[config.mk]
export PLATFORM = sky130hd
export DESIGN_NAME = cps_sequencer
export DESIGN_NICKNAME = d
export VERILOG_FILES = /design/src/cps_pkg.sv /design/src/cps_sequencer.sv
export SDC_FILE = /design/constraint.sdc
export NUM_CORES = 1
export LEC_CHECK = 0
export BUFFER_PORTS_ARGS = -buffer_cell sky130_fd_sc_hd__buf_2
export CORE_AREA = 2 2 134 110
export CTS_BUF_LIST = sky130_fd_sc_hd__clkbuf_8
export DETAILED_ROUTE_END_ITERATION = 6
export DIE_AREA = 0 0 136 112
export SETUP_SLACK_MARGIN = 0.2
export SYNTH_ARGS = -nofsm -noshare
export SYNTH_HDL_FRONTEND = slang
export SYNTH_SLANG_ARGS = --single-unit
[constraint.sdc]
create_clock -name i_clock -period 3.9 [get_ports i_clock]
set_clock_uncertainty 0.2 [all_clocks]
set_input_delay 0.195 -clock i_clock [delete_from_list [all_inputs] [get_ports i_clock]]
set_output_delay 0.195 -clock i_clock [all_outputs]
set_load 0.01 [all_outputs]
[src/cps_pkg.sv]
// Shared constants and types for the configuration power-on sequencer.
// It assumes one 200 MHz clock and a 32-bit Avalon-MM register slave.
package cps_pkg;

	// Clock rate in MHz; all delays below are derived from it.
	localparam int CLOCK_MHZ = 200;
	// Power-on delay times in milliseconds, as selected by the pin.
	localparam int POR_FAST_MS = 2;
	localparam int POR_SLOW_MS = 100;
	// Delay counts in cycles; both exceed 4096, so the top takes them as
	// parameters with these values as defaults.
	localparam int POR_FAST_CYCLES = POR_FAST_MS * CLOCK_MHZ * 1000;
	localparam int POR_SLOW_CYCLES = POR_SLOW_MS * CLOCK_MHZ * 1000;
	// Counter width; 2^25 covers the slow delay.
	localparam int POR_CNT_W = 25;

	// Register byte offsets.
	localparam logic [4:0] OFS_CTRL = 5'h00;
	localparam logic [4:0] OFS_STATUS = 5'h04;
	localparam logic [4:0] OFS_IRQ_STATUS = 5'h08;
	localparam logic [4:0] OFS_IRQ_MASK = 5'h0c;
	localparam logic [4:0] OFS_CLKDIV = 5'h10;

	// Control register fields and reset values.
	localparam int CTRL_EXT_CLK_BIT = 0;
	localparam logic [7:0] CLKDIV_RESET = 8'h01;
	localparam logic [5:0] IRQ_MASK_RESET = 6'h00;

	// Interrupt event bit positions.
	localparam int IRQ_RELEASED = 0;
	localparam int IRQ_FPGA_ERROR = 1;
	localparam int IRQ_CONFIG_ERROR = 2;
	localparam int IRQ_USER_MODE = 3;
	localparam int IRQ_DEAD_IDLE = 4;
	localparam int IRQ_SUPPLY_LOST = 5;
	localparam int IRQ_W = 6;

	// Sequencer states, one-hot.
	typedef enum logic [4:0] {
		CPS_HOLD = 5'h01,
		CPS_WAIT_RISE = 5'h02,
		CPS_CONFIG = 5'h04,
		CPS_USER = 5'h08,
		CPS_DEAD = 5'h10
	} cps_state_t;

	// Asynchronous pin inputs that travel together through the synchroniser.
	typedef struct packed {
		logic supply_ok;
		logic reset_delay_select;
		logic start_line;
		logic fpga_error_flag_n;
		logic conf_done;
		logic ext_clock_in;
		logic [2:0] page_select;
	} cps_pins_t;

endpackage

[src/cps_sequencer.sv]
// Power-on reset and configuration-start sequencer with register slave.
// Assumes all pin inputs are asynchronous to i_clock and that the data
// engine on the same clock reports i_load_done when all data has gone out.
//
// The register addresses and register access over Avalon-MM are this design's own decisions.
`timescale 1ns/1ps
`default_nettype none

module cps_sequencer #(
	parameter logic [cps_pkg::POR_CNT_W-1:0] POR_FAST_CYCLES =
		cps_pkg::POR_CNT_W'(cps_pkg::POR_FAST_CYCLES),
	parameter logic [cps_pkg::POR_CNT_W-1:0] POR_SLOW_CYCLES =
		cps_pkg::POR_CNT_W'(cps_pkg::POR_SLOW_CYCLES)
) (
	input wire logic i_clock,
	input wire logic i_reset_n,
	// Asynchronous pins.
	input wire logic i_supply_ok,
	input wire logic i_reset_delay_select,
	input wire logic i_start_line,
	input wire logic i_fpga_error_flag_n,
	input wire logic i_conf_done,
	input wire logic i_ext_clock_in,
	input wire logic [2:0] i_page_select,
	// Same-clock report from the data engine.
	input wire logic i_load_done,
	// Open-drain start line; the pin output is always low.
	output logic o_start_line_out,
	output logic o_start_line_oe,
	output logic o_config_clock_out,
	output logic o_config_active,
	output logic [2:0] o_page_select,
	output logic o_irq,
	// Avalon-MM slave.
	input wire logic [4:0] i_address,
	input wire logic i_read,
	input wire logic i_write,
	input wire logic [31:0] i_writedata,
	output logic [31:0] o_readdata,
	output logic o_waitrequest
);

	// Register hit decode, used by the read mux and every write.
	function automatic logic reg_hit(input logic [4:0] addr,
		input logic [4:0] ofs);
		reg_hit = (addr == ofs);
	endfunction

	// Two-stage synchroniser; only stage two is read by logic.
	cps_pkg::cps_pins_t pins_raw;
	cps_pkg::cps_pins_t sync1_reg;
	cps_pkg::cps_pins_t pins_reg;
	// Sequencer state and its next value.
	cps_pkg::cps_state_t state_reg;
	cps_pkg::cps_state_t state_next;
	// Delay counter and the limit chosen by the select pin.
	logic [cps_pkg::POR_CNT_W-1:0] por_count_reg;
	logic [cps_pkg::POR_CNT_W-1:0] por_limit;
	logic por_expired;
	// Configuration clock generation.
	logic [7:0] div_count_reg;
	logic cfg_clk_reg;
	// Registers reached by software.
	logic ctrl_ext_clk_reg;
	logic [7:0] clkdiv_reg;
	logic [cps_pkg::IRQ_W-1:0] irq_status_reg;
	logic [cps_pkg::IRQ_W-1:0] irq_status_next;
	logic [cps_pkg::IRQ_W-1:0] irq_mask_reg;
	logic [cps_pkg::IRQ_W-1:0] irq_events;
	logic irq_reg;
	// Bus handshake and read data.
	logic waitreq_reg;
	logic [31:0] readdata_reg;
	logic [31:0] rd_mux;
	logic bus_req;
	logic wr_accept;
	logic rd_accept;
	// Outputs held in flops.
	logic oe_drive_reg;
	logic [2:0] page_reg;
	// Transition and condition decode.
	logic in_hold;
	logic in_config;
	logic in_user;
	logic in_dead;
	logic supply_lost;
	logic fpga_err;
	logic cfg_err;
	logic line_high;

	// Bundle the raw pins so they cross together.
	assign pins_raw = '{
		supply_ok: i_supply_ok,
		reset_delay_select: i_reset_delay_select,
		start_line: i_start_line,
		fpga_error_flag_n: i_fpga_error_flag_n,
		conf_done: i_conf_done,
		ext_clock_in: i_ext_clock_in,
		page_select: i_page_select
	};

	// Synchroniser flops: reset to all zeros, never to port values.
	always_ff @(posedge i_clock or negedge i_reset_n) begin
		if (!i_reset_n) begin
			sync1_reg <= '0;
			pins_reg <= '0;
		end else begin
			sync1_reg <= pins_raw;
			pins_reg <= sync1_reg;
		end
	end

	// State decode.
	assign in_hold = (state_reg == cps_pkg::CPS_HOLD);
	assign in_config = (state_reg == cps_pkg::CPS_CONFIG);
	assign in_user = (state_reg == cps_pkg::CPS_USER);
	assign in_dead = (state_reg == cps_pkg::CPS_DEAD);

	// A supply drop after the supply was good resets from any state.
	assign supply_lost = !pins_reg.supply_ok;
	// The FPGA pulls its flag low on CRC error or a reconfiguration request.
	assign fpga_err = !pins_reg.fpga_error_flag_n;
	// All data sent but completion still low is a failed load.
	assign cfg_err = in_config && i_load_done && !pins_reg.conf_done;
	// The shared line reads high only when nobody holds it low.
	assign line_high = pins_reg.start_line;

	// High select gives the short delay, low the long one.
	assign por_limit = pins_reg.reset_delay_select ?
		POR_FAST_CYCLES : POR_SLOW_CYCLES;
	assign por_expired = (por_count_reg >= por_limit);

	// Next state: supply loss outranks all and is the only exit from dead.
	always_comb begin
		state_next = state_reg;
		unique case (state_reg)
			cps_pkg::CPS_HOLD: begin
				// Release only with a good supply and an expired delay.
				if (!supply_lost && por_expired) begin
					state_next = cps_pkg::CPS_WAIT_RISE;
				end
			end
			cps_pkg::CPS_WAIT_RISE: begin
				// Sample completion on the rising line.
				if (supply_lost) begin
					state_next = cps_pkg::CPS_HOLD;
				end else if (line_high && pins_reg.conf_done) begin
					state_next = cps_pkg::CPS_DEAD;
				end else if (line_high) begin
					state_next = cps_pkg::CPS_CONFIG;
				end
			end
			cps_pkg::CPS_CONFIG: begin
				if (supply_lost || fpga_err || cfg_err) begin
					state_next = cps_pkg::CPS_HOLD;
				end else if (pins_reg.conf_done) begin
					state_next = cps_pkg::CPS_USER;
				end
			end
			cps_pkg::CPS_USER: begin
				// The FPGA may still request reconfiguration here.
				if (supply_lost || fpga_err) begin
					state_next = cps_pkg::CPS_HOLD;
				end
			end
			cps_pkg::CPS_DEAD: begin
				// Only a power-down gets out; error flag is ignored.
				if (supply_lost) begin
					state_next = cps_pkg::CPS_HOLD;
				end
			end
			default: begin
				// Illegal code: fall back to holding reset.
				state_next = cps_pkg::CPS_HOLD;
			end
		endcase
	end

	// State register; reset starts in the hold state.
	always_ff @(posedge i_clock or negedge i_reset_n) begin
		if (!i_reset_n) begin
			state_reg <= cps_pkg::CPS_HOLD;
		end else begin
			state_reg <= state_next;
		end
	end

	// Delay counter: cleared outside hold or with a bad supply, so restarts.
	always_ff @(posedge i_clock or negedge i_reset_n) begin
		if (!i_reset_n) begin
			por_count_reg <= '0;
		end else if (!in_hold || supply_lost) begin
			por_count_reg <= '0;
		end else if (!por_expired) begin
			por_count_reg <= por_count_reg + 1'b1;
		end
	end

	// Drive the start line low in hold; the page is caught at the rise.
	always_ff @(posedge i_clock or negedge i_reset_n) begin
		if (!i_reset_n) begin
			oe_drive_reg <= 1'b1;
			page_reg <= 3'h0;
		end else begin
			oe_drive_reg <= (state_next == cps_pkg::CPS_HOLD);
			if (state_reg == cps_pkg::CPS_WAIT_RISE &&
				state_next == cps_pkg::CPS_CONFIG) begin
				page_reg <= pins_reg.page_select;
			end
		end
	end

	// Configuration clock from the divider or the synchronised external
	// pin. It sits low outside configuration, so the pin cannot reach user
	// mode; sampling limits it to at most half the clock.
	always_ff @(posedge i_clock or negedge i_reset_n) begin
		if (!i_reset_n) begin
			div_count_reg <= 8'h00;
			cfg_clk_reg <= 1'b0;
		end else if (!in_config) begin
			div_count_reg <= 8'h00;
			cfg_clk_reg <= 1'b0;
		end else if (ctrl_ext_clk_reg) begin
			div_count_reg <= 8'h00;
			cfg_clk_reg <= pins_reg.ext_clock_in;
		end else if (div_count_reg >= clkdiv_reg) begin
			div_count_reg <= 8'h00;
			cfg_clk_reg <= !cfg_clk_reg;
		end else begin
			div_count_reg <= div_count_reg + 8'h01;
		end
	end

	// Events that set sticky interrupt bits.
	assign irq_events[cps_pkg::IRQ_RELEASED] =
		in_hold && state_next == cps_pkg::CPS_WAIT_RISE;
	assign irq_events[cps_pkg::IRQ_FPGA_ERROR] =
		(in_config || in_user) && fpga_err && !supply_lost;
	assign irq_events[cps_pkg::IRQ_CONFIG_ERROR] =
		cfg_err && !fpga_err && !supply_lost;
	assign irq_events[cps_pkg::IRQ_USER_MODE] =
		in_config && state_next == cps_pkg::CPS_USER;
	assign irq_events[cps_pkg::IRQ_DEAD_IDLE] =
		!in_dead && state_next == cps_pkg::CPS_DEAD;
	assign irq_events[cps_pkg::IRQ_SUPPLY_LOST] =
		!in_hold && supply_lost;

	// Bus handshake: waitrequest drops for one cycle after each request.
	assign bus_req = i_read || i_write;
	assign wr_accept = i_write && !waitreq_reg;
	assign rd_accept = i_read && !waitreq_reg;

	// Read-to-clear drops only the bits captured for the master, so an
	// event landing between capture and clear is never lost.
	assign irq_status_next = (rd_accept &&
		reg_hit(i_address, cps_pkg::OFS_IRQ_STATUS)) ?
		((irq_status_reg & ~readdata_reg[cps_pkg::IRQ_W-1:0]) | irq_events) :
		(irq_status_reg | irq_events);

	// Read mux; unmapped addresses read zero.
	assign rd_mux =
		reg_hit(i_address, cps_pkg::OFS_CTRL) ?
			{31'h0, ctrl_ext_clk_reg} :
		reg_hit(i_address, cps_pkg::OFS_STATUS) ?
			{19'h0, pins_reg.fpga_error_flag_n, pins_reg.conf_done,
			pins_reg.start_line, pins_reg.supply_ok,
			pins_reg.reset_delay_select, page_reg, state_reg} :
		reg_hit(i_address, cps_pkg::OFS_IRQ_STATUS) ?
			{26'h0, irq_status_reg} :
		reg_hit(i_address, cps_pkg::OFS_IRQ_MASK) ?
			{26'h0, irq_mask_reg} :
		reg_hit(i_address, cps_pkg::OFS_CLKDIV) ?
			{24'h0, clkdiv_reg} : 32'h0000_0000;

	// Read data is captured while waitrequest is high, ahead of the answer.
	always_ff @(posedge i_clock or negedge i_reset_n) begin
		if (!i_reset_n) begin
			waitreq_reg <= 1'b1;
			readdata_reg <= 32'h0000_0000;
		end else begin
			waitreq_reg <= !(bus_req && waitreq_reg);
			if (i_read && waitreq_reg) begin
				readdata_reg <= rd_mux;
			end
		end
	end

	// Writable registers take effect at the accepting edge.
	always_ff @(posedge i_clock or negedge i_reset_n) begin
		if (!i_reset_n) begin
			ctrl_ext_clk_reg <= 1'b0;
			clkdiv_reg <= cps_pkg::CLKDIV_RESET;
			irq_mask_reg <= cps_pkg::IRQ_MASK_RESET;
		end else if (wr_accept) begin
			if (reg_hit(i_address, cps_pkg::OFS_CTRL)) begin
				ctrl_ext_clk_reg <= i_writedata[cps_pkg::CTRL_EXT_CLK_BIT];
			end
			if (reg_hit(i_address, cps_pkg::OFS_IRQ_MASK)) begin
				irq_mask_reg <= i_writedata[cps_pkg::IRQ_W-1:0];
			end
			if (reg_hit(i_address, cps_pkg::OFS_CLKDIV)) begin
				clkdiv_reg <= i_writedata[7:0];
			end
		end
	end

	// Sticky status and the level interrupt output.
	always_ff @(posedge i_clock or negedge i_reset_n) begin
		if (!i_reset_n) begin
			irq_status_reg <= '0;
			irq_reg <= 1'b0;
		end else begin
			irq_status_reg <= irq_status_next;
			irq_reg <= |(irq_status_next & irq_mask_reg);
		end
	end

	// Outputs come from flops, except the tied-low o_start_line_out and the state decode o_config_active.
	assign o_start_line_out = 1'b0;
	assign o_start_line_oe = oe_drive_reg;
	assign o_config_clock_out = cfg_clk_reg;
	assign o_config_active = in_config;
	assign o_page_select = page_reg;
	assign o_irq = irq_reg;
	assign o_readdata = readdata_reg;
	assign o_waitrequest = waitreq_reg;

endmodule

`default_nettype wire

Word level (Yosys, flattened, before mapping). Index checks and enable logic that the tools add are counted.

Register bits: 116. Input port bits: 51. Output and inout bits: 41. Logic and storage cells: 112.

Add/subtract/negate cells: 2. Order comparisons: 2. Equality and inequality tests: 16. Muxes and demuxes: 24. Bitwise gates (word level): 5. Reductions and logical operators: 36.

Operator list (count): 25-bit two-way mux (3); 8-bit two-way mux (6); 5-bit two-way mux (8); 13-bit two-way mux (2); 25-bit by 1-bit adder with 25-bit output (second input constant) (1); 25-bit greater-or-equal comparator (1); 5-bit one-hot mux with 5 select lines (1); 5-bit by 4-bit equality test with 1-bit output (second input constant) (4); 1-bit logical AND (18); 5-bit by 3-bit equality test with 1-bit output (second input constant) (3); 5-bit equality test (second input constant) (3); 6-bit AND (2); 6-bit OR (2); 5-bit by 1-bit equality test with 1-bit output (second input constant) (2); 5-bit by 2-bit equality test with 1-bit output (second input constant) (2); 8-bit by 1-bit adder with 8-bit output (second input constant) (1); 8-bit greater-or-equal comparator (1); 1-bit logical NOT (8); 6-bit two-way mux (1); 6-bit inverter (1); 2-bit AND reduction (3); 6-bit OR reduction (1); 5-bit logical NOT (1); 1-bit logical OR (5); other kinds (3) (5).

Longest topological paths before layout. Gate-level depths: netlist of the first run.

Depth after elaboration: 12. Gate-level depth with buffers: 9. Depth with buffers taken out: 8.

Worst setup path after synthesis of the first run. Ideal clock, no wire load.

Path kind: register to register. Start point: register pins_reg[7] in the netlist's numbering. End point: register por_count_reg[22] in the netlist's numbering. Library setup time: 0.078 ns. Arrival: 2.644 ns. Required time: 3.622 ns. Path slack: 0.978 ns. Cell stages (with the launch flop): 10. Path buffers: 1. Clock period less this slack: 2.922 ns. Cell sequence: dfrtp_1 -> inv_1 -> ha_1 -> a211o_1 -> a21o_1 -> a41oi_2 -> o2111ai_1 -> buf_2 -> or4_1 -> a21oi_1.

Longest elaborated chain between the ends: 3.

RTL lines: from (decl) (line cps_sequencer.sv:52) `cps_pkg::cps_pins_t pins_reg;`; from (signal assigned) (line cps_sequencer.sv:109) `pins_reg <= sync1_reg;`; 25-bit two-way mux (line cps_sequencer.sv:129) `assign por_limit = pins_reg.reset_delay_select ?`; 25-bit greater-or-equal comparator (line cps_sequencer.sv:131) `assign por_expired = (por_count_reg >= por_limit);`; 2-bit by 1-bit != test with 1-bit output (no source line); to (signal assigned) (line cps_sequencer.sv:195) `por_count_reg <= por_count_reg + 1'b1;`; to (decl) (line cps_sequencer.sv:57) `logic [cps_pkg::POR_CNT_W-1:0] por_count_reg;`.

No other way between the ends. A chain may end at the register's enable or synchronous reset.

Final worst setup path of the first run. Same ends and word-level chain as after synthesis.

==> key figures, run 1 <==
Place
  – DP Cell Count: 723
  – RePlAce Congestion: roughly 0.85
  – I/O Buffers: 47
  – HPWL Detailed: 8680 µm

GRT
  – Gr usage total: between 10% and 20%
  – Largest net degree at the start of global routing: 69
  – Vias in the first global route: about 4000
  – First-pass GRT wire length: between 20000 and 25000 µm
  – Total congestion overflow: 0
  – Initial antenna violation count: 0

Floorplan
  – Die Area: 15200 µm²
  – DIE HEIGHT: around 110 µm
  – Starting Density: 36.9%
  – Core area: around 14000 µm²
  – Die width: 136 µm
  – # rows: 39
  – IO Count: 92

STA
  – Setup tns final: 0 ns
  – Hold_ws: 0.0873 ns
  – Slew Limit Fails: 0
  – Post-route minimum period: between 3 and 4 ns
  – Final worst-path cycle share: 83.9%
  – Setup-failing EPs final: 0
  – Max Fclk: 305 MHz
  – Final Hold Fails: 0
  – Slew margin rel.: between 40% and 50%
  – Worst-Margin Slew: 0.866 ns
  – RSZ-0062 raised after global routing: false

Cells and area
  – Commonest cells after routing, fill and taps aside: dfrtp_1, nand2_1, buf_2
  – Max reg flops: 25
  – N_diodes: 0
  – Layout Cells excl Fill: between 700 and 800
  – Fillers: 1370
  – Layout area overhead: 15.7%
  – Share of cells above drive strength 1: 17.0%
  – Most common cell after layout, fill and taps aside: dfrtp_1
  – Final nets: 645

Pwr
  – P_sw: between 500 and 600 µW
  – VDD IR max: about 0.15 mV
  – Clk pwr share: 36.5%
  – Power per cell area: 342 nW/µm²
  – Switching part of the total power: 25.7%
  – Tot Pwr: 2040 µW
  – Flop pwr share: 53.4%
  – LEAKAGE: 0.00265 µW
  – Internal Power: roughly 1500 µW
  – Comb pwr share: 10.1%

Synthesis
  – Number of synthesized register bits: between 90 and 100
  – Yosys cell types: 65
  – Xor/xnor share of the synthesized area: 2.55%
  – Post-Synth Simple-Gate Area: 17.1%
  – Syn Area/Cell: 10.2 µm²
  – Synth Area in Adders: 5.59%
  – Yosys warns: 0
  – Main flop type after synthesis: dfrtp_1
  – Post-synthesis mux area share: between 4 and 5%
  – Ys async rst share: 100%
  – Cell count after synthesis: 505
  – Mapped Area: 5140 µm²
  – Complex-gate fraction of the synthesized area: 17.1%
  – Number of synthesized flops with an enable pin: 0
  – Largest family of logic cells by synthesized area: simple AND/OR/NAND/NOR gates
  – Seq/Total Area, Yosys: 47.3%

Critical path
  – Startpoint Class: register
  – Crit-path max cell delay: 0.60 ns
  – CP endpoint kind: register
  – Buf/Inv on CP: 0
  – Worst EP required: 4.00 ns
  – Crit Path Max Fanout: 11
  – Critical-path cell list: ha_1 -> a2111oi_4 -> o21ai_2 -> a221oi_4 -> o2111ai_1 -> or4_1 -> a21oi_1
  – CP arrival: 3.37 ns
  – Crit Path Class: reg2reg
  – CP delay by family, top: compound AO/OA/AOI/OAI gates
  – CP max stage cell: or4_1

Detailed routing
  – DR vias: ~4100
  – Drt drc: 0
  – DRT antenna net count: 0
  – DRT iter0 DRCs: 311
  – Vias per cell: ~5.4
  – WL final: 12000 µm
  – Per-cell routed wire length: between 15 and 20 µm
  – First drt pass iteration count: 5

Clock network
  – CTS tree: done
  – Worst-skew pair later-pin latency: ~0.37 ns
  – Postcts setup bufs: 0
  – Clock Sinks: 97
  – Clock Root Buffer: clkbuf_8
  – Post-CTS Hold Buffers: 21
  – CTS resizes: 0
  – Clk slew on worst S/H paths: about 0.090 ns
  – Max clock buf depth: 2
  – TritonCTS Buffers: 9
  – H-tree lvl count: 3

Run
  – Max Cap Viol: 0

Run status
  – Status: finished, final reports clean

Worst hold path
  – Min-Delay Path Class: in2reg
[metal layers]
| layer | vias to the layer above | track usage, % | part of all wire (%) |
|---|---|---|---|
| met5 | - | 0 | 0 |
| met4 | 0 | 3.61 | 0.83 |
| met3 | 8 | 4.23 | 7.0 |
| met2 | 133 | 23.4 | 41 |
| met1 | 1979 | 25.4 | 51 |
| li1 | 1956 | - | - |
[stage by stage]
stage | util, % | area [µm²] | setup WS (ns)
CTS | 42.6 | 5950 | 0.631
floorplan | - | 5220 | 0.978
global placement | 39.5 | 5510 | 0.741
detailed placement | 39.5 | 5510 | 0.671
finish | 42.6 | 5950 | 0.626
global route | 42.6 | 5950 | 0.470
[cell usage after synthesis (all sizes together), types with 2 or more instances]
master,instances,share of area (%)
inv,24,1.8
nor3,6,0.58
a221oi,7,1.5
nor2,19,1.4
and4,3,0.51
a22oi,3,0.44
nand2b,5,0.61
mux2,18,3.9
o21ai,31,3.1
a211oi,11,1.6
and4b,2,0.39
nor3b,2,0.29
xor2,10,1.7
or4,7,1.0
buf,22,3.1
nor4b,2,0.34
or3,8,0.97
and3,9,1.1
o311ai,2,0.34
nand4,9,1.1
o211ai,3,0.44
a21o,6,0.88
a31oi,3,0.36
o31ai,6,0.88
xnor2,5,0.85
nor4,4,0.61
a21oi,20,1.9
nand2,52,3.8
nand4b,3,0.51
clkbuf,17,1.2
and2,6,0.73
dfstp,4,2.0
dfrtp,93,45
o22ai,2,0.24
o2111ai,6,1.0
nor2b,5,0.61
o41ai,2,0.34
nand3,18,1.8
nand3b,2,0.29
a22o,7,1.2
o2111a,2,0.44
ha,23,5.6
[power by group through the flow]
stage / clock (µW) / combinational [µW] / sequential [µW]
2_1_floorplan: 0 / 127 / 1100
3_3_place_gp: 0 / 183 / 1110
3_5_place_dp: 0 / 188 / 1110
4_1_cts: 758 / 206 / 1090
5_1_grt: 814 / 232 / 1090
6_report: 744 / 205 / 1090
[worst reg2reg max path: cells and delay by family (launching register included)]
| kind | cells | cell delay, ns |
|---|---|---|
| AOI/OAI and AO/OA | 5 | 1.56 |
| adders and majority gates | 1 | 0.38 |
| DFF | 1 | 0.46 |
| and+or+nand+nor | 1 | 0.60 |
[cell families (layout without fill, tap and decap cells)]
group / after synthesis / count (layout)
multiplexers: 19 / 19
flip-flops: 97 / 97
AND/OR/NAND/NOR: 165 / 165
buffers and inverters: 63 / 115
other: 1 / 20
XOR/XNOR: 15 / 15
AO/OA/AOI/OAI: 122 / 122
adder cells (fa/ha/maj): 23 / 23
[worst paths after layout]
kind	start	endpoint	slack, ns	cells after the start
max	pins_reg[7]$_DFF_PN0_	por_count_reg[22]$_DFFE_PN0P_	0.63	7
min	i_address[2]	ctrl_ext_clk_reg$_DFFE_PN0P_	0.09	4
max reg2reg	pins_reg[7]$_DFF_PN0_	por_count_reg[22]$_DFFE_PN0P_	0.63	7
min reg2reg	sync1_reg[2]$_DFF_PN0_	pins_reg[2]$_DFF_PN0_	0.15	0
max in group asynchronous	i_reset_n	por_count_reg[23]$_DFFE_PN0P_	2.33	3
min in group asynchronous	i_reset_n	o_readdata[7]$_DFFE_PN0P_	0.27	2
[cell type report]
class	instances	area (µm²)	area share (%)
multi-input cells	364	2470	41.5
clock inverters	6	90.1	1.51
clock buffers	10	138	2.31
repair buffers	75	500	8.41
inverters	24	90.1	1.51
flip-flops and latches	97	2430	40.9
well taps	184	230	3.87
No activity file was read; power rests on OpenSTA's default activity.
==> run 2, diff against run 1 <==
==> constraint.sdc (replaced) <==
create_clock -name i_clock -period 2.8 [get_ports i_clock]
set_clock_uncertainty 0.2 [all_clocks]
set_input_delay 0.14 -clock i_clock [delete_from_list [all_inputs] [get_ports i_clock]]
set_output_delay 0.14 -clock i_clock [all_outputs]
set_load 0.01 [all_outputs]
==> key figures, run 2 (synthesis results as in run 1) <==
STA
  – RSZ-0062 raised after global routing: true
  – Hold_ws: 0.0846 ns (-0.00262 ns)
  – Worst-Margin Slew: 0.788 ns (-0.0771 ns)
  – Setup WS post-layout: 0.0414 ns (-0.585 ns)
  – Slew margin rel.: 47.3% (+5.3 points)
  – Post-route minimum period: 2.76 ns (-0.515 ns)
  – Slew Limit Fails: 0 (unchanged)
  – Max Fclk: 362 MHz (+19%)
  – Final worst-path cycle share: 98.5% (+15 points)
  – Final Hold Fails: 0 (unchanged)
  – Setup-failing EPs final: 0 (unchanged)
  – Setup tns final: 0 ns (unchanged)

Detailed routing
  – WL final: 12600 µm (+4.7%)
  – First drt pass iteration count: 5 (unchanged)
  – DR vias: 4263 (+4.6%)
  – Per-cell routed wire length: 15.8 µm (+0.48%)
  – DRT antenna net count: 0 (unchanged)
  – DRT iter0 DRCs: 305 (-1.9%)
  – Drt drc: 0 (unchanged)
  – Vias per cell: 5.38 (+0.36%)

Pwr
  – VDD IR max: 0.218 mV (+44%)
  – P_sw: 711 µW (+36%)
  – Switching part of the total power: 27.0% (+1.2 points)
  – Flop pwr share: 57.3% (+3.9 points)
  – Comb pwr share: 11.8% (+1.7 points)
  – Power per cell area: 417 nW/µm² (+22%)
  – Clk pwr share: 30.9% (-5.6 points)
  – Internal Power: 1930 µW (+27%)
  – LEAKAGE: 0.00280 µW (+5.9%)

Floorplan
  – Starting Density: 36.9% (unchanged)
  – Die Area: 15200 µm² (unchanged)
  – Die width: 136 µm (unchanged)
  – # rows: 39 (unchanged)
  – IO Count: 92 (unchanged)
  – DIE HEIGHT: 112 µm (unchanged)
  – Core area: 14000 µm² (unchanged)

Cells and area
  – Layout area overhead: 23.1%
  – N_diodes: 0 (unchanged)
  – Final nets: 678 (+5.1%)
  – Most common cell after layout, fill and taps aside: dfrtp_1
  – Final design utilization: 45.4% (+2.7 points)
  – Commonest cells after routing, fill and taps aside: dfrtp_1, nand2_1, buf_2
  – Share of cells above drive strength 1: 24.2% (+7.2 points)
  – Layout Cells excl Fill: 792 (+4.2%)
  – Max reg flops: 25 (unchanged)

Place
  – Worst slack, placed: -0.0401 ns (-0.711 ns)
  – I/O Buffers: 47 (unchanged)
  – HPWL Detailed: 8800 µm (+1.4%)
  – DP Cell Count: 744 (+2.9%)
  – RePlAce Congestion: 0.866 (+2.1%)

GRT
  – Initial antenna violation count: 0 (unchanged)
  – Global routing's busiest layer: met2
  – Vias in the first global route: 4209 (+7.3%)
  – Total congestion overflow: 0 (unchanged)
  – First-pass GRT wire length: 21000 µm (+4.7%)
  – Largest net degree at the start of global routing: 56 (-19%)
  – Met2 Use GR: 25.7% (+2.3 points)
  – Gr usage total: 17.3% (+0.78 points)
  – Met3 Use GR: 4.19% (-0.046 points)
  – GR Layer Usage met1: 25.3% (-0.13 points)

Critical path
  – CP endpoint kind: register
  – Startpoint Class: register
  – CP max stage cell: dfrtp_2
  – Buf/Inv on CP: 3 (+3)
  – Most frequent CP cell: buf_6
  – Crit Path Class: reg2reg
  – CP delay by family, top: compound AO/OA/AOI/OAI gates
  – Crit Path Max Fanout: 6 (-5)
  – Crit-path max cell delay: 0.49 ns (-0.11 ns)
  – CP arrival: 2.87 ns (-0.50 ns)
  – R2r setup slk: 0.04 ns (-0.58 ns)
  – Worst EP required: 2.92 ns (-1.08 ns)
  – Critical-path cell list: buf_4 -> ha_1 -> a311o_1 -> a221oi_4 -> buf_6 -> o2111ai_4 -> buf_6 -> or3_1 -> a21oi_2

Worst hold path
  – Min-Delay Path Class: in2reg

Clock network
  – Clock Root Buffer: clkbuf_8
  – Clock Sinks: 97 (unchanged)
  – CTS tree: done
  – Worst-skew pair later-pin latency: 0.38 ns (about the same)
  – Clk slew on worst S/H paths: 0.09 ns (about the same)
  – H-tree lvl count: 3 (unchanged)
  – TritonCTS Buffers: 9 (unchanged)
  – Max clock buf depth: 2 (unchanged)

Run status
  – Status: finished, final reports clean

Run
  – Max Cap Viol: 0 (unchanged)
==> run 2: cell types whose count changed in the layout (fill, tap and decap cells not counted), sizes merged <==
cell         before  now
buf              54   86
bufinv            2    0
inv              25   26
dlygate4sd3      21   22
==> run 2: worst paths after layout <==
path                                   startpoint                       endpoint  cells past startpoint
setup / recovery            pins_reg[7]$_DFF_PN0_  por_count_reg[18]$_DFFE_PN0P_                      9
hold / removal                       i_address[2]    irq_status_reg[3]$_DFF_PN0_                      3
setup reg to reg            pins_reg[7]$_DFF_PN0_  por_count_reg[18]$_DFFE_PN0P_                      9
hold reg to reg            sync1_reg[7]$_DFF_PN0_          pins_reg[7]$_DFF_PN0_                      0
max in group asynchronous               i_reset_n      o_start_line_oe$_DFF_PN1_                      3
min in group asynchronous               i_reset_n     div_count_reg[6]$_DFF_PN0_                      2
==> run 2: through the flow <==
step	total power [µW]	cell area (µm²)
after floorplan	1710	5260
after global placement	1810	5720
after detailed placement	1820	5720
after CTS	2670	6300
after global routing	2780	6330
final	2640	6330
==> run 2: repair_timing <==
item	CTS	global route
setup endpoints to repair	30	34
hold endpoints to repair	70	0
buffers inserted	10	1
resized for setup	23	7
pin swaps	15	3
hold buffers	22	0
==> run 2: power groups by stage <==
stage / clock network, µW / logic (µW) / registers [µW]
finish: 814 / 313 / 1510
global placement: 0 / 268 / 1540
CTS: 846 / 310 / 1510
global route: 906 / 354 / 1520
floorplan: 0 / 179 / 1530
detailed placement: 0 / 276 / 1540
==> run 2: cell type report <==
cell class	instances	area [µm²]
clock buffer	10	138
clock inverter	5	25.0
fill	1331	7620
inverter	24	92.6
multi-input combinational	364	2620
sequential	97	2430
tap	184	230
timing repair buffer	108	787
==> run 2: layer usage <==
| metal | vias to the layer above | wire [µm] | share of wire [%] |
|---|---|---|---|
| li1 | 2010 | - | - |
| met1 | 2115 | 6230 | 50 |
| met2 | 126 | 5440 | 43 |
| met3 | 12 | 712 | 5.7 |
| met4 | 0 | 170 | 1.4 |
| met5 | - | 0 | 0 |
==> run 2: tightest hold or removal path, cell delays in order <==
cell	delay, ns
buf_2	0.17
nand4b_1	0.15
a22o_1	0.16
==> run 3, diff against run 2 <==
--- a/config.mk
+++ b/config.mk
@@ -6,10 +6,13 @@
 export NUM_CORES = 1
 export LEC_CHECK = 0
 export BUFFER_PORTS_ARGS = -buffer_cell sky130_fd_sc_hd__buf_2
-export CORE_AREA = 2 2 134 110
+export CELL_PAD_IN_SITES_DETAIL_PLACEMENT = 1
+export CELL_PAD_IN_SITES_GLOBAL_PLACEMENT = 2
+export CORE_AREA = 2 2 143 117
 export CTS_BUF_LIST = sky130_fd_sc_hd__clkbuf_8
 export DETAILED_ROUTE_END_ITERATION = 6
-export DIE_AREA = 0 0 136 112
+export DIE_AREA = 0 0 145 119
+export PLACE_DENSITY_LB_ADDON = 0.1
 export SETUP_SLACK_MARGIN = 0.2
 export SYNTH_ARGS = -nofsm -noshare
 export SYNTH_HDL_FRONTEND = slang
==> key figures, run 3 (synthesis results as in run 1) <==
Critical path
  – Buf/Inv on CP: 3 (unchanged)
  – Critical Path End: por_count_reg[15]$_DFFE_PN0P_
  – Critical register-to-register path endpoint: por_count_reg[15]$_DFFE_PN0P_
  – R2r setup slk: -0.007 ns (-0.05 ns)
  – CP max stage cell: dfrtp_2
  – Crit Path Class: reg2reg
  – CP delay by family, top: compound AO/OA/AOI/OAI gates
  – Worst Setup SP: pins_reg[7]$_DFF_PN0_
  – CP arrival: 2.93 ns (+0.06 ns)
  – CP endpoint kind: register
  – Cells on worst reg2reg path: 10 (+1)
  – Crit-path max cell delay: 0.45 ns (-0.04 ns)
  – Crit path depth: 10 (+1)
  – Worst reg2reg startpoint: pins_reg[7]$_DFF_PN0_
  – Crit Path Max Fanout: 13 (+7)
  – Critical-path cell list: buf_12 -> ha_4 -> a2111oi_4 -> o21ai_2 -> a221oi_4 -> buf_6 -> o211ai_1 -> buf_4 -> or3_4 -> a21oi_2
  – Worst EP required: 2.92 ns (about the same)
  – Startpoint Class: register

STA
  – Slew margin rel.: 52.5% (+5.2 points)
  – RSZ-0062 raised after global routing: true
  – Worst-Margin Slew: 0.710 ns (-0.0780 ns)
  – Max Fclk: 356 MHz (-1.7%)
  – Setup WS post-layout: -0.00693 ns (-0.0483 ns)
  – Final worst-path cycle share: 100% (+1.7 points)
  – Slew Limit Fails: 0 (unchanged)
  – Setup-failing EPs final: 1 (+1)
  – Post-route minimum period: 2.81 ns (+0.0483 ns)
  – Final Hold Fails: 0 (unchanged)

Clock network
  – H-tree lvl count: 3 (unchanged)
  – Clk slew on worst S/H paths: 0.10 ns (about the same)
  – TritonCTS Buffers: 9 (unchanged)
  – Max clock buf depth: 2 (unchanged)
  – CTS tree: done
  – Clock Root Buffer: clkbuf_8
  – Worst-skew pair later-pin latency: 0.39 ns (about the same)
  – Clock Sinks: 97 (unchanged)

Run status
  – Status: finished with violations
  – Failing checks: negative setup slack

Detailed routing
  – DRT antenna net count: 0 (unchanged)
  – First drt pass iteration count: 4 (-1)
  – WL final: 14900 µm (+18%)
  – Vias per cell: 5.10 (-5.3%)
  – DRT iter0 DRCs: 212 (-30%)
  – Per-cell routed wire length: 17.8 µm (+12%)
  – Drt drc: 0 (unchanged)
  – DR vias: 4257 (-0.14%)

Cells and area
  – Share of cells above drive strength 1: 26.0% (+1.8 points)
  – N_diodes: 0 (unchanged)
  – Fillers: 1796 (+35%)
  – Final nets: 684 (+0.88%)
  – Most common cell after layout, fill and taps aside: dfrtp_1
  – Layout Cells excl Fill: 835 (+5.4%)
  – Max reg flops: 25 (unchanged)
  – Commonest cells after routing, fill and taps aside: dfrtp_1, nand2_1, buf_2
  – Layout area overhead: 26.5%

Pwr
  – Power per cell area: 433 nW/µm² (+4.0%)
  – VDD IR max: 0.250 mV (+15%)
  – P_sw: 785 µW (+10%)
  – Flop pwr share: 53.8% (-3.5 points)
  – Internal Power: 2040 µW (+5.6%)
  – LEAKAGE: 0.00288 µW (+2.6%)
  – Clk pwr share: 34.7% (+3.8 points)
  – Comb pwr share: 11.4% (-0.4 points)
  – Tot Pwr: 2820 µW (+6.9%)
  – Switching part of the total power: 27.8% (+0.88 points)

Worst hold path
  – Min-Delay Path Class: in2reg

Place
  – HPWL Detailed: 11000 µm (+25%)
  – I/O Buffers: 47 (unchanged)
  – RePlAce Congestion: 0.795 (-8.2%)
  – DP Cell Count: 793 (+6.6%)
  – Worst slack, placed: -0.0593 ns (-0.0192 ns)

GRT
  – Largest net degree at the start of global routing: 52 (-7.1%)
  – First-pass GRT wire length: 24000 µm (+14%)
  – Gr usage total: 17.8% (+0.48 points)
  – Initial antenna violation count: 0 (unchanged)
  – Total congestion overflow: 0 (unchanged)
  – Vias in the first global route: 4348 (+3.3%)

Floorplan
  – Die width: 145 µm (+6.6%)
  – # rows: 42 (+7.7%)
  – Die Area: 17300 µm² (+13%)
  – Core area: 16000 µm² (+15%)
  – Starting Density: 32.1% (-4.8 points)
  – IO Count: 92 (unchanged)
  – DIE HEIGHT: 119 µm (+6.3%)

Run
  – Max Cap Viol: 0 (unchanged)
run 3: stage by stage:
stage / utilization, % / hold slack, ns / TNS [ns] / instance area (µm²)
3_5_place_dp: 36.6 / 0.0497 / -0.0593 / 5860
3_3_place_gp: 36.6 / 0.0425 / -0.0225 / 5860
6_report: 40.6 / 0.0232 / -0.00693 / 6510
5_1_grt: 40.6 / 0.0496 / -1.22 / 6510
2_1_floorplan: - / -0.356 / 0 / 5260
4_1_cts: 39.3 / 0.00767 / 0 / 6290
run 3: layout make-up:
class | instances | area (µm²) | share of cell area [%]
multi-input combinational | 364 | 2680 | 41.2
clock inverter | 6 | 63.8 | 0.980
clock buffer | 10 | 138 | 2.11
timing repair buffer | 114 | 828 | 12.7
tap | 220 | 275 | 4.23
inverter | 24 | 90.1 | 1.38
sequential | 97 | 2430 | 37.4
run 3: power by group through the flow:
stage / Clock [µW] / Sequential [µW] / Combinational [µW]
2_1_floorplan: 0 / 1530 / 179
3_3_place_gp: 0 / 1540 / 282
3_5_place_dp: 0 / 1550 / 290
4_1_cts: 1020 / 1520 / 315
5_1_grt: 1090 / 1530 / 363
6_report: 980 / 1520 / 322
run 3: metal layers:
metal  GRT usage [%]  vias up  wire (µm)
met5               0        -          0
met1            26.5     2123       7860
met2            25.2       90       6020
met4            3.71        0        131
li1                -     2032          -
met3            5.82       12        846
run 3: how the worst min path moves through the flow:
stage | startpoint | endpoint | slack [ns] | cells past startpoint
floorplan | i_reset_n | clkdiv_reg[1]$_DFFE_PN0P_ | -0.36 | 0
global placement | i_reset_n | por_count_reg[13]$_DFFE_PN0P_ | 0.04 | 1
detailed placement | i_reset_n | por_count_reg[13]$_DFFE_PN0P_ | 0.05 | 1
CTS | i_address[2] | ctrl_ext_clk_reg$_DFFE_PN0P_ | 0.008 | 4
global route | i_address[2] | ctrl_ext_clk_reg$_DFFE_PN0P_ | 0.05 | 4
finish | i_address[2] | ctrl_ext_clk_reg$_DFFE_PN0P_ | 0.02 | 4
run 3: what timing repair did:
action / in CTS / in global routing
pin swaps: 0 / 20
gates resized for setup: 3 / 30
buffers inserted: 0 / 5
endpoints found under the hold margin: 74 / 0
endpoints found under the setup margin: 23 / 36
hold buffers: 21 / 0
run 3: worst reg2reg max path, stage by stage (launching register included):
cell and delay (ns):
dfrtp_2 0.45, buf_12 0.14, ha_4 0.22, a2111oi_4 0.30
o21ai_2 0.12, a221oi_4 0.38, buf_6 0.16, o211ai_1 0.09
buf_4 0.20, or3_4 0.38, a21oi_2 0.13
